**src/smrc_pkg.sv**
```systemverilog
package smrc_pkg;
   // ----------------------------------------------------------------
   // Timing
   // ----------------------------------------------------------------
   localparam int CLK_MHZ          = 250;
   localparam int STOP_SETTLE_MIN_US = 17;
   localparam int STOP_SETTLE_TYP_US = 34;
   localparam int STOP_SETTLE_MAX_US = 67;
   localparam int STOP_SETTLE_CYC  = STOP_SETTLE_TYP_US * CLK_MHZ;
   localparam int OPT_READ_MIN_US  = 277;
   localparam int OPT_READ_TYP_US  = 544;
   localparam int OPT_READ_MAX_NS  = 1075000;
   localparam int OPT_READ_CYC     = OPT_READ_TYP_US * CLK_MHZ;
   localparam int PIN_LOW_MIN_NS   = 2000;
   localparam int PIN_LOW_MIN_CYC  = (PIN_LOW_MIN_NS * CLK_MHZ + 999) / 1000;
   localparam int CNT_W            = 20;
   localparam int OSC_SEL_W        = 3;
   localparam int NUM_IRQ          = 8;
   // Oscillator settling base: cycles at select 0, shifted left by select
   localparam int OSC_SETTLE_BASE_CYC = 256;
   // ----------------------------------------------------------------
   // Reset vector location
   // ----------------------------------------------------------------
   localparam logic [15:0] RESET_VEC_LO = 16'h0000;
   localparam logic [15:0] RESET_VEC_HI = 16'h0001;
   // ----------------------------------------------------------------
   // Sequencer states
   // ----------------------------------------------------------------
   typedef enum logic [2:0] {
      SMRC_RESET,
      SMRC_OPT_READ,
      SMRC_RST_OSC,
      SMRC_RUN,
      SMRC_STOP,
      SMRC_WAKE_OSC,
      SMRC_WAKE_SETTLE
   } smrc_state_type;
endpackage : smrc_pkg

```
**src/smrc_stop_reset.sv**
```systemverilog
// Operation
// - Stop only on the stop instruction
// - Pending unmasked request cancels stop immediately
// - Halt 34 us after standby release
// - Add oscillator wait when crystal selected
// - Stop osc, CPU, 16-bit timer, converter
// - 8-bit timer runs only on slow clock
// - Watchdog runs only on unstoppable slow osc
// - Wake only from timer, undervolt, external
// - Vector if enabled, else next instruction
// - Reset releases stop, then settle, reset
// - Hold CPU 544 us reading option byte
// - Four reset sources, same sequencer reset
// - Start from vector at 0000H/0001H
// - Pins high impedance, one pin low (o_reset_low_output_pin is held at 0 instead)
// - Watchdog reset releases itself automatically
// - Comparator resets release when supply good
// - Stop both oscillators during reset
// - Reset pin low keeps reset while low
// - Undervolt reset spares undervolt configuration
// - Cause flags set, held or cleared
`timescale 1ns/1ps
module smrc_stop_reset (
   input  wire logic                         i_clk,
   input  wire logic                         i_sys_rst,
   input  wire logic                         i_reset_n_pin,
   input  wire logic                         i_por_reset,
   input  wire logic                         i_uv_reset,
   input  wire logic                         i_dog_overflow,
   input  wire logic                         i_reset_pin_input_port,
   input  wire logic                         i_stop_instr,
   input  wire logic [smrc_pkg::NUM_IRQ-1:0] i_irq_request,
   input  wire logic [smrc_pkg::NUM_IRQ-1:0] i_irq_mask_flag,
   input  wire logic [smrc_pkg::NUM_IRQ-1:0] i_irq_wake_capable,
   input  wire logic                         i_irq_global_enable,
   input  wire logic                         i_crystal_sel,
   input  wire logic [smrc_pkg::OSC_SEL_W-1:0] i_osc_settle_select,
   input  wire logic                         i_tmr8_slow_clk_sel,
   input  wire logic                         i_dog_slow_clk_sel,
   input  wire logic                         i_slow_osc_unstoppable,
   input  wire logic                         i_slow_osc_sw_stop,
   input  wire logic [7:0]                   i_undervolt_cfg_wr,
   input  wire logic                         i_undervolt_cfg_we,
   output logic                              o_cpu_run,
   output logic                              o_cpu_reset,
   output logic                              o_load_reset_vector,
   output logic [15:0]                       o_vector_addr,
   output logic                              o_take_vector,
   output logic                              o_next_instr,
   output logic                              o_sys_osc_en,
   output logic                              o_slow_osc_en,
   output logic                              o_tmr16_en,
   output logic                              o_adc_en,
   output logic                              o_tmr8_en,
   output logic                              o_dog_en,
   output logic                              o_pins_hiz,
   output logic                              o_reset_low_output_pin,
   output logic                              o_port_latch_hold,
   output logic                              o_watchdog_cause_flag,
   output logic                              o_undervolt_cause_flag,
   output logic [7:0]                        o_undervolt_control,
   output logic                              o_in_stop
);
   import smrc_pkg::*;

   // ----------------------------------------------------------------
   // Input synchronisers
   // ----------------------------------------------------------------
   logic [1:0] pin_s_q, por_s_q, uv_s_q;
   logic       pin_low, por_act, uv_act;

   // Two flops per asynchronous reset source
   always_ff @(posedge i_clk or posedge i_sys_rst) begin
      if (i_sys_rst) begin
         pin_s_q <= 2'h3;
         por_s_q <= 2'h3;
         uv_s_q  <= 2'h0;
      end else begin
         pin_s_q <= {pin_s_q[0], i_reset_n_pin};
         por_s_q <= {por_s_q[0], i_por_reset};
         uv_s_q  <= {uv_s_q[0], i_uv_reset};
      end
   end
   assign pin_low = ~pin_s_q[1];
   assign por_act = por_s_q[1];
   assign uv_act  = uv_s_q[1];

   // ----------------------------------------------------------------
   // Pin low-time filter: pulses under 2 us are not taken
   // ----------------------------------------------------------------
   logic [CNT_W-1:0] pin_cnt_q;
   logic             pin_rst_q;

   always_ff @(posedge i_clk or posedge i_sys_rst) begin
      if (i_sys_rst) begin
         pin_cnt_q <= '0;
         pin_rst_q <= 1'b0;
      end else if (!pin_low) begin
         pin_cnt_q <= '0;
         pin_rst_q <= 1'b0;
      end else if (pin_cnt_q >= CNT_W'(PIN_LOW_MIN_CYC - 1)) begin
         pin_rst_q <= 1'b1;
      end else begin
         pin_cnt_q <= pin_cnt_q + 1'b1;
      end
   end

   // ----------------------------------------------------------------
   // Merged internal reset (any of four sources)
   // ----------------------------------------------------------------
   logic any_rst;
   logic dog_rst_q;
   // Pin acts as reset also when configured as input port
   assign any_rst = pin_rst_q | por_act | uv_act | dog_rst_q;

   // Watchdog reset is a one-cycle event that clears itself
   always_ff @(posedge i_clk or posedge i_sys_rst) begin
      if (i_sys_rst) begin
         dog_rst_q <= 1'b0;
      end else begin
         dog_rst_q <= i_dog_overflow & ~dog_rst_q;
      end
   end

   // ----------------------------------------------------------------
   // Timers
   // ----------------------------------------------------------------
   function automatic logic [CNT_W-1:0] osc_wait(
      input logic [OSC_SEL_W-1:0] sel);
      osc_wait = CNT_W'(OSC_SETTLE_BASE_CYC) << sel;
   endfunction : osc_wait

   smrc_state_type   state_q;
   logic [CNT_W-1:0] cnt_q;
   logic             wake_any, stop_cancel;
   logic             wake_ie_q;
   logic [NUM_IRQ-1:0] live_req;

   assign live_req    = i_irq_request & ~i_irq_mask_flag;
   assign stop_cancel = |live_req;
   assign wake_any    = |(live_req & i_irq_wake_capable);

   // ----------------------------------------------------------------
   // Sequencer
   // ----------------------------------------------------------------
   always_ff @(posedge i_clk or posedge i_sys_rst) begin
      if (i_sys_rst) begin
         state_q   <= SMRC_RESET;
         cnt_q     <= '0;
         wake_ie_q <= 1'b0;
      end else if (any_rst) begin
         // Merged sources assert and release synchronously here, not via i_sys_rst
         state_q <= SMRC_RESET;
         cnt_q   <= '0;
      end else begin
         unique case (state_q)
            SMRC_RESET: begin
               state_q <= SMRC_OPT_READ;
               cnt_q   <= '0;
            end
            SMRC_OPT_READ: begin
               if (cnt_q >= CNT_W'(OPT_READ_CYC - 1)) begin
                  cnt_q   <= '0;
                  state_q <= i_crystal_sel ? SMRC_RST_OSC : SMRC_RUN;
               end else begin
                  cnt_q <= cnt_q + 1'b1;
               end
            end
            SMRC_RST_OSC: begin
               if (cnt_q >= osc_wait(i_osc_settle_select) - 1'b1) begin
                  cnt_q   <= '0;
                  state_q <= SMRC_RUN;
               end else begin
                  cnt_q <= cnt_q + 1'b1;
               end
            end
            SMRC_RUN: begin
               // Stop only on the instruction, never on a pending request
               if (i_stop_instr && !stop_cancel) begin
                  state_q <= SMRC_STOP;
               end
            end
            SMRC_STOP: begin
               if (wake_any) begin
                  wake_ie_q <= i_irq_global_enable;
                  cnt_q     <= '0;
                  state_q   <= i_crystal_sel ? SMRC_WAKE_OSC
                                             : SMRC_WAKE_SETTLE;
               end
            end
            SMRC_WAKE_OSC: begin
               if (cnt_q >= osc_wait(i_osc_settle_select) - 1'b1) begin
                  cnt_q   <= '0;
                  state_q <= SMRC_WAKE_SETTLE;
               end else begin
                  cnt_q <= cnt_q + 1'b1;
               end
            end
            SMRC_WAKE_SETTLE: begin
               if (cnt_q >= CNT_W'(STOP_SETTLE_CYC - 1)) begin
                  cnt_q   <= '0;
                  state_q <= SMRC_RUN;
               end else begin
                  cnt_q <= cnt_q + 1'b1;
               end
            end
         endcase
      end
   end

   // ----------------------------------------------------------------
   // Reset cause flags and undervolt configuration
   // ----------------------------------------------------------------
   always_ff @(posedge i_clk or posedge i_sys_rst) begin
      if (i_sys_rst) begin
         o_watchdog_cause_flag  <= 1'b0;
         o_undervolt_cause_flag <= 1'b0;
      end else if (pin_rst_q || por_act) begin
         o_watchdog_cause_flag  <= 1'b0;
         o_undervolt_cause_flag <= 1'b0;
      end else begin
         if (dog_rst_q) begin
            o_watchdog_cause_flag <= 1'b1;
         end
         if (uv_act) begin
            o_undervolt_cause_flag <= 1'b1;
         end
      end
   end

   // Undervolt reset alone leaves this register held
   always_ff @(posedge i_clk or posedge i_sys_rst) begin
      if (i_sys_rst) begin
         o_undervolt_control <= 8'h00;
      end else if (pin_rst_q || por_act || dog_rst_q) begin
         o_undervolt_control <= 8'h00;
      end else if (i_undervolt_cfg_we && !uv_act) begin
         o_undervolt_control <= i_undervolt_cfg_wr;
      end
   end

   // ----------------------------------------------------------------
   // Clock gating and outputs
   // ----------------------------------------------------------------
   logic in_rst_seq, in_stop, start_pulse;
   assign in_rst_seq = any_rst || state_q == SMRC_RESET
                    || state_q == SMRC_OPT_READ || state_q == SMRC_RST_OSC;
   assign in_stop    = state_q == SMRC_STOP;
   assign start_pulse = state_q == SMRC_RST_OSC
                     ? (cnt_q >= osc_wait(i_osc_settle_select) - 1'b1)
                     : (state_q == SMRC_OPT_READ && !i_crystal_sel
                        && cnt_q >= CNT_W'(OPT_READ_CYC - 1));

   // Registered enables; all outputs from flops
   always_ff @(posedge i_clk or posedge i_sys_rst) begin
      if (i_sys_rst) begin
         o_cpu_run              <= 1'b0;
         o_cpu_reset            <= 1'b1;
         o_sys_osc_en           <= 1'b0;
         o_slow_osc_en          <= 1'b0;
         o_tmr16_en             <= 1'b0;
         o_adc_en               <= 1'b0;
         o_tmr8_en              <= 1'b0;
         o_dog_en               <= 1'b0;
         o_pins_hiz             <= 1'b1;
         o_reset_low_output_pin <= 1'b0;
         o_port_latch_hold      <= 1'b0;
         o_in_stop              <= 1'b0;
      end else begin
         o_cpu_run    <= state_q == SMRC_RUN && !any_rst;
         o_cpu_reset  <= in_rst_seq;
         // Both oscillators off while reset is asserted
         o_sys_osc_en <= !any_rst && state_q != SMRC_RESET
                         && !in_stop;
         o_slow_osc_en <= !any_rst && state_q != SMRC_RESET
                          && (i_slow_osc_unstoppable
                              || !i_slow_osc_sw_stop);
         o_tmr16_en   <= state_q == SMRC_RUN && !any_rst;
         o_adc_en     <= state_q == SMRC_RUN && !any_rst;
         o_tmr8_en    <= !in_rst_seq && (!in_stop
                         || (i_tmr8_slow_clk_sel
                             && (i_slow_osc_unstoppable
                                 || !i_slow_osc_sw_stop)));
         o_dog_en     <= !in_rst_seq && (in_stop
                         ? (i_dog_slow_clk_sel && i_slow_osc_unstoppable)
                         : (i_dog_slow_clk_sel
                            || !i_slow_osc_unstoppable));
         o_pins_hiz   <= in_rst_seq;
         o_reset_low_output_pin <= 1'b0;
         o_port_latch_hold <= in_stop || state_q == SMRC_WAKE_OSC
                              || state_q == SMRC_WAKE_SETTLE;
         o_in_stop    <= in_stop;
      end
   end

   // Vector load pulse and wake outcome pulses
   always_ff @(posedge i_clk or posedge i_sys_rst) begin
      if (i_sys_rst) begin
         o_load_reset_vector <= 1'b0;
         o_vector_addr       <= RESET_VEC_LO;
         o_take_vector       <= 1'b0;
         o_next_instr        <= 1'b0;
      end else begin
         o_load_reset_vector <= start_pulse && !any_rst;
         o_vector_addr       <= RESET_VEC_LO;
         o_take_vector       <= 1'b0;
         o_next_instr        <= 1'b0;
         if (!any_rst && state_q == SMRC_WAKE_SETTLE
             && cnt_q >= CNT_W'(STOP_SETTLE_CYC - 1)) begin
            o_take_vector <= wake_ie_q;
            o_next_instr  <= !wake_ie_q;
         end
      end
   end

   // A reset during stop exits through the reset path above
   logic unused_hi;
   assign unused_hi = ^RESET_VEC_HI ^ i_reset_pin_input_port;
endmodule : smrc_stop_reset

```
**config.mk**
```make
export PLATFORM = sky130hd
export DESIGN_NAME = smrc_stop_reset
export DESIGN_NICKNAME = d
export VERILOG_FILES = /design/src/smrc_pkg.sv /design/src/smrc_stop_reset.sv
export SDC_FILE = /design/constraint.sdc
export NUM_CORES = 1
export LEC_CHECK = 0
export ABC_AREA = 1
export BUFFER_PORTS_ARGS = -buffer_cell sky130_fd_sc_hd__buf_2
export CORE_MARGIN = 3
export CORE_UTILIZATION = 35
export CTS_BUF_LIST = sky130_fd_sc_hd__clkbuf_16
export CTS_CLUSTER_DIAMETER = 150
export CTS_CLUSTER_SIZE = 40
export DETAILED_ROUTE_END_ITERATION = 8
export PLACE_DENSITY_LB_ADDON = 0.05
export SLEW_MARGIN = 25
export SYNTH_ARGS = -nofsm -noshare
export SYNTH_HDL_FRONTEND = slang
export SYNTH_SLANG_ARGS = --single-unit
```
**constraint.sdc**
```tcl
create_clock -name i_clk -period 2.6 [get_ports i_clk]
set_input_delay 0.52 -clock i_clk [delete_from_list [all_inputs] [get_ports i_clk]]
set_output_delay 0.52 -clock i_clk [all_outputs]
set_load 0.01 [all_outputs]
```
==> Word level (Yosys, flattened, before mapping) <==
Index checks and enable logic that the tools add are counted.
{ "totals": {"reg_bits": 73, "input_bits": 50, "out_inout_bits": 41} }
{ "op_classes": {"bitwise": 9, "n_lt_le_gt_ge": 4, "n_mux": 30, "n_eq_ne": 13, "n_shift": 1, "n_addsub": 3, "reduce_logical": 47} }
{ "ops": {"columns": ["cell", "n"], "rows": [
  ["20-bit two-way mux", 7],
  ["20-bit case mux with 5 select lines", 1],
  ["20-bit by 1-bit adder with 20-bit output, second input constant", 2],
  ["3-bit two-way mux", 7],
  ["3-bit case mux with 7 select lines", 1],
  ["20-bit by 14-bit >= comparator with 1-bit output, second input constant", 1],
  ["20-bit by 18-bit >= comparator with 1-bit output, second input constant", 1],
  ["20-bit >= comparator", 1],
  ["20-bit by 9-bit >= comparator with 1-bit output, second input constant", 1],
  ["9-bit by 3-bit << shifter with 20-bit output, first input constant", 1],
  ["20-bit by 1-bit subtractor with 20-bit output, second input constant", 1],
  ["8-bit bitwise AND", 2],
  ["8-bit two-way mux", 2],
  ["8-bit OR reduction", 2],
  ["1-bit logical AND", 15],
  ["3-bit inequality test, second input constant", 5],
  ["1-bit two-way mux", 11],
  ["1-bit logical OR", 10],
  ["3-bit equality test, second input constant", 3],
  ["1-bit zero test", 9],
  ["8-bit NOT", 1],
  ["2-bit nonzero test", 4],
  ["3-bit by 2-bit equality test with 1-bit output, second input constant", 2],
  ["6-bit AND reduction", 1],
  ["13 further kinds", 16]
]} }

==> Logic depth before layout (Yosys ltp) <==
{ "depth": {"depth_word": 8, "depth_mapped": 18, "ltp_nobuf": 18} }

==> Worst setup path after synthesis <==
OpenSTA, ideal clock, no wires.
{ "synth_path": {"path_type": "input to register", "start": "input port i_osc_settle_select[1] (netlist name)", "end": "register cnt_q[17]", "slack_ps": 122, "required_time_ps": 2481, "cell_stages": 16, "setup_time_ps": 119, "t_arrival_ps": 2359, "n_path_buf": 0, "cell_sequence": "nor2_1 -> inv_1 -> nor2_1 -> inv_1 -> ha_1 -> a21oi_1 -> o21ai_0 -> ha_1 -> nand2_1 -> nor3_1 -> nand2_2 -> nand3_2 -> nand3_4 -> nand2_4 -> nand2_2 -> and2_1"} }
{ "synth_between": {"elab_chain_len": 6} }
{ "synth_rtl": {"columns": ["item", "line", "source"], "rows": [
  ["start, declared", "smrc_stop_reset.sv:37", "input wire logic [smrc_pkg::OSC_SEL_W-1:0] i_osc_settle_select,"],
  ["9-bit by 3-bit << shifter with 20-bit output", "smrc_stop_reset.sv:130", "osc_wait = CNT_W'(OSC_SETTLE_BASE_CYC) << sel;"],
  ["20-bit by 1-bit subtractor with 20-bit output", "smrc_stop_reset.sv:170, smrc_stop_reset.sv:192", null],
  ["20-bit >= comparator", "smrc_stop_reset.sv:170, smrc_stop_reset.sv:192", null],
  ["20-bit two-way mux", "smrc_stop_reset.sv:170, smrc_stop_reset.sv:192", null],
  ["20-bit case mux with 5 select lines", "smrc_stop_reset.sv:156", "unique case (state_q)"],
  ["20-bit two-way mux", "smrc_stop_reset.sv:151", "end else if (any_rst) begin"],
  ["end signal, assigned", "smrc_stop_reset.sv:166", "cnt_q <= cnt_q + 1'b1;"],
  ["end signal, assigned", "smrc_stop_reset.sv:174", "cnt_q <= cnt_q + 1'b1;"],
  ["end signal, assigned", "smrc_stop_reset.sv:196", "cnt_q <= cnt_q + 1'b1;"],
  ["end, declared", "smrc_stop_reset.sv:134", "logic [CNT_W-1:0] cnt_q;"]
]} }
No other way between the ends.
A chain may end at the register's enable or synchronous reset.

==> Final worst setup path <==
{ "layout_path": {"start": "input port i_osc_settle_select[1] (netlist name)", "end": "register cnt_q[7]"} }
The elaborated chain is that of the path after synthesis.

==> impl_metrics.json <==
{
  "tritoncts": "built",
  "final_util": 0.438,
  "setup_viol": 0,
  "cts_buffers": 9,
  "syn_area_um2": 4320,
  "period_share": 0.920,
  "clock-root-buffer": "clkbuf_16",
  "multi_input_area_um2": 2050,
  "fillers": 1202,
  "fmax_mhz": 418,
  "vias_per_cell": 4.49,
  "critPathRequiredTime_ns": 2.82,
  "final_cell_area_um2": 5150,
  "grt_pass1_wl_um": 16700,
  "yosys_register_bits": 73,
  "grt_max_degree": 74,
  "drt_iter0_drc": 166,
  "initial_core_util": 0.367,
  "drive_gt1_frac": 0.216,
  "vias": 3684,
  "diodes": 0,
  "clkSinkCount": 73,
  "start_kind": "input pin",
  "critPathCaptureType": "flip-flop",
  "avgSynthCellArea_um2": 7.62,
  "clkTransAtPathRegs_ns": 0.06,
  "worstSetupPathType": "in -> reg",
  "core.rowCount": 39,
  "ys_seq_area_frac": 0.424,
  "fin_setup_tns_ns": 0,
  "post_cts_buffers": 0,
  "core_area_um2": 11800,
  "synthToLayoutAreaGrowth_pct": 19.3,
  "cts_max_level": 3,
  "track_usage": 0.154,
  "ctsHoldBuffers": 0,
  "antenna_found_initial": 0,
  "synth_cell_types": 44,
  "place_congestion": 0.805,
  "die-height_um": 117,
  "mostFrequentLayoutCells": "nand2_1, inv_1, buf_2, nor2_1, dfrtp_1",
  "critPathMaxFanout": 3,
  "layout_commonest_cell": "nand2_1",
  "period_needed_ns": 2.39,
  "worst_skew_pair.late_latency_ns": 0.34,
  "status": "completed",
  "layout_setup_ws_ns": 0.209,
  "cp.arrival_ns": 2.61,
  "register_area_um2": 1830,
  "ios": 91,
  "rsz0062_at_grt": "no",
  "die_w_um": 117,
  "syn_inst": 567,
  "slew_viol_final": 0,
  "grt_pass1_vias": 3670,
  "max_cap_viol_count": 0,
  "dr.pass1.iters": 4,
  "drt-total-wl_um": 9740,
  "yosys_warnings": 0,
  "power.leakage_nw": 2.67,
  "num-nets-final": 713,
  "vdd_drop_max_mv": 0.274,
  "place_ws_ns": -0.273,
  "holdWs_ns": 0.245,
  "ant_nets": 0,
  "dp_hpwl_um": 7280,
  "finalHoldViolCount": 0,
  "wl_per_cell_um": 11.9,
  "drc": 0,
  "hold_class": "in -> async",
  "portBuffers": 72,
  "dpl_cell_area_um2": 4860,
  "power-per-cell-area_nw_per_um2": 483,
  "clockBufferDepth": 2,
  "grt-ovfl-total": 0,
  "dieArea_um2": 13700,
  "fin_skew_ns": 0.00475
}
-- cell type report --
class                   count  area share
multi-input cells         396       0.398
flip-flops and latches     73       0.356
repair buffers             85      0.0913
inverters                  87      0.0639
clock buffers               9      0.0437
well taps                 164      0.0398
clock inverters             7     0.00753
-- routing by layer --
metal / track usage / up-vias / part of all wire
met3: 0.0432 / 15 / 0.043
li1: - / 1933 / -
met5: 0 / - / 0
met1: 0.193 / 1651 / 0.47
met2: 0.256 / 85 / 0.46
met4: 0.0535 / 0 / 0.020
-- critical path, stage by stage --
cell and delay [ns]:
buf_2 0.11, nor2_2 0.11, inv_1 0.07, nor2_2 0.09
inv_1 0.05, ha_2 0.19, a21oi_1 0.14, o21ai_0 0.09
ha_1 0.28, nand2_1 0.07, nor3_1 0.23, nand2_2 0.11
nand3_2 0.12, nand3_4 0.11, buf_4 0.17, nand3b_1 0.07
o21ai_0 0.08
-- cell usage after synthesis --
cell	instances	area [µm²]
nor2_1	71	267
buf_4	22	165
nor2_8	1	20.0
nand4_1	16	100
a21boi_0	1	7.51
o211ai_1	1	7.51
o21ai_1	8	40.0
a21o_1	1	7.51
inv_2	4	15.0
nand2_4	1	11.3
clkbuf_1	3	11.3
nand3_1	36	180
inv_1	81	304
inv_4	1	6.26
nand3b_1	2	15.0
or2_1	1	6.26
nor2_2	4	25.0
nand3_4	1	17.5
o21a_1	2	15.0
and2_1	3	18.8
o2111ai_1	1	8.76
nand3_2	4	40.0
nor2_4	3	33.8
nand2_1	121	454
a21oi_2	2	17.5
nor3_1	12	60.1
a21oi_1	22	110
o22ai_1	1	6.26
o21ai_0	24	120
clkinv_1	1	3.75
buf_6	1	11.3
xnor2_1	2	17.5
ha_1	11	138
nor3_2	2	20.0
dfrtp_1	68	1700
nand2_2	10	62.6
mux2i_1	1	10.0
xor2_1	10	87.6
nor4_1	1	6.26
buf_2	1	5.00
dfstp_2	5	131
conb_1	2	7.51
nor3_4	1	16.3
nand4_2	1	12.5
-- where the power goes --
group          switching (W)  internal, W
Sequential         0.0000164      0.00116
Combinational       0.000127    0.0000783
Clock               0.000478     0.000633
Total               0.000621      0.00187
-- cell families (layout without fill, tap and decap cells) --
| kind of cell | count (synthesis) | count (layout) | synth area share |
|---|---|---|---|
| AOI/OAI and AO/OA | 63 | 63 | 0.0788 |
| xor gates and xnor gates | 12 | 12 | 0.0243 |
| adders and majority gates | 11 | 11 | 0.0318 |
| buffers and inverters | 114 | 188 | 0.121 |
| DFF | 73 | 73 | 0.424 |
| muxes | 1 | 1 | 0.00232 |
| other | 2 | 18 | 0.00174 |
| and+or+nand+nor | 291 | 291 | 0.316 |
-- flip-flops by register name, indices dropped and copies added, names as in the netlist, 2 cells and up --
name / cells
cnt_q: 20
state_q: 3
pin_cnt_q: 20
uv_s_q: 2
por_s_q: 2
o_undervolt_control: 8
pin_s_q: 2
-- repair_timing --
action | 4_1_cts | 5_1_grt
endpoints found under the hold margin | 0 | 0
setup endpoints to repair | 0 | 22
gates resized for setup | 0 | 7
-- metrics by stage --
| step | power [W] | std cells |
|---|---|---|
| finish | 0.00249 | 821 |
| detailed placement | 0.00140 | 805 |
| global placement | 0.00139 | 805 |
| CTS | 0.00254 | 821 |
| floorplan | 0.00133 | 583 |
| global route | 0.00262 | 821 |
-- path summary, 6_finish.rpt --
| path | start | end | slack [ns] | cells after the start |
|---|---|---|---|---|
| max in group asynchronous | i_sys_rst | por_s_q[1] | 1.99 | 3 |
| setup reg to reg | cnt_q[0] | cnt_q[7] | 0.69 | 11 |
| hold reg to reg | pin_s_q[0] | pin_s_q[1] | 0.35 | 0 |
| hold / removal | i_sys_rst | o_undervolt_cause_flag | 0.24 | 3 |
| min in group i_clk | i_por_reset | por_s_q[0] | 0.29 | 1 |
| setup / recovery | i_osc_settle_select[1] | cnt_q[7] | 0.21 | 17 |
(Power assumes the default switching activity.)
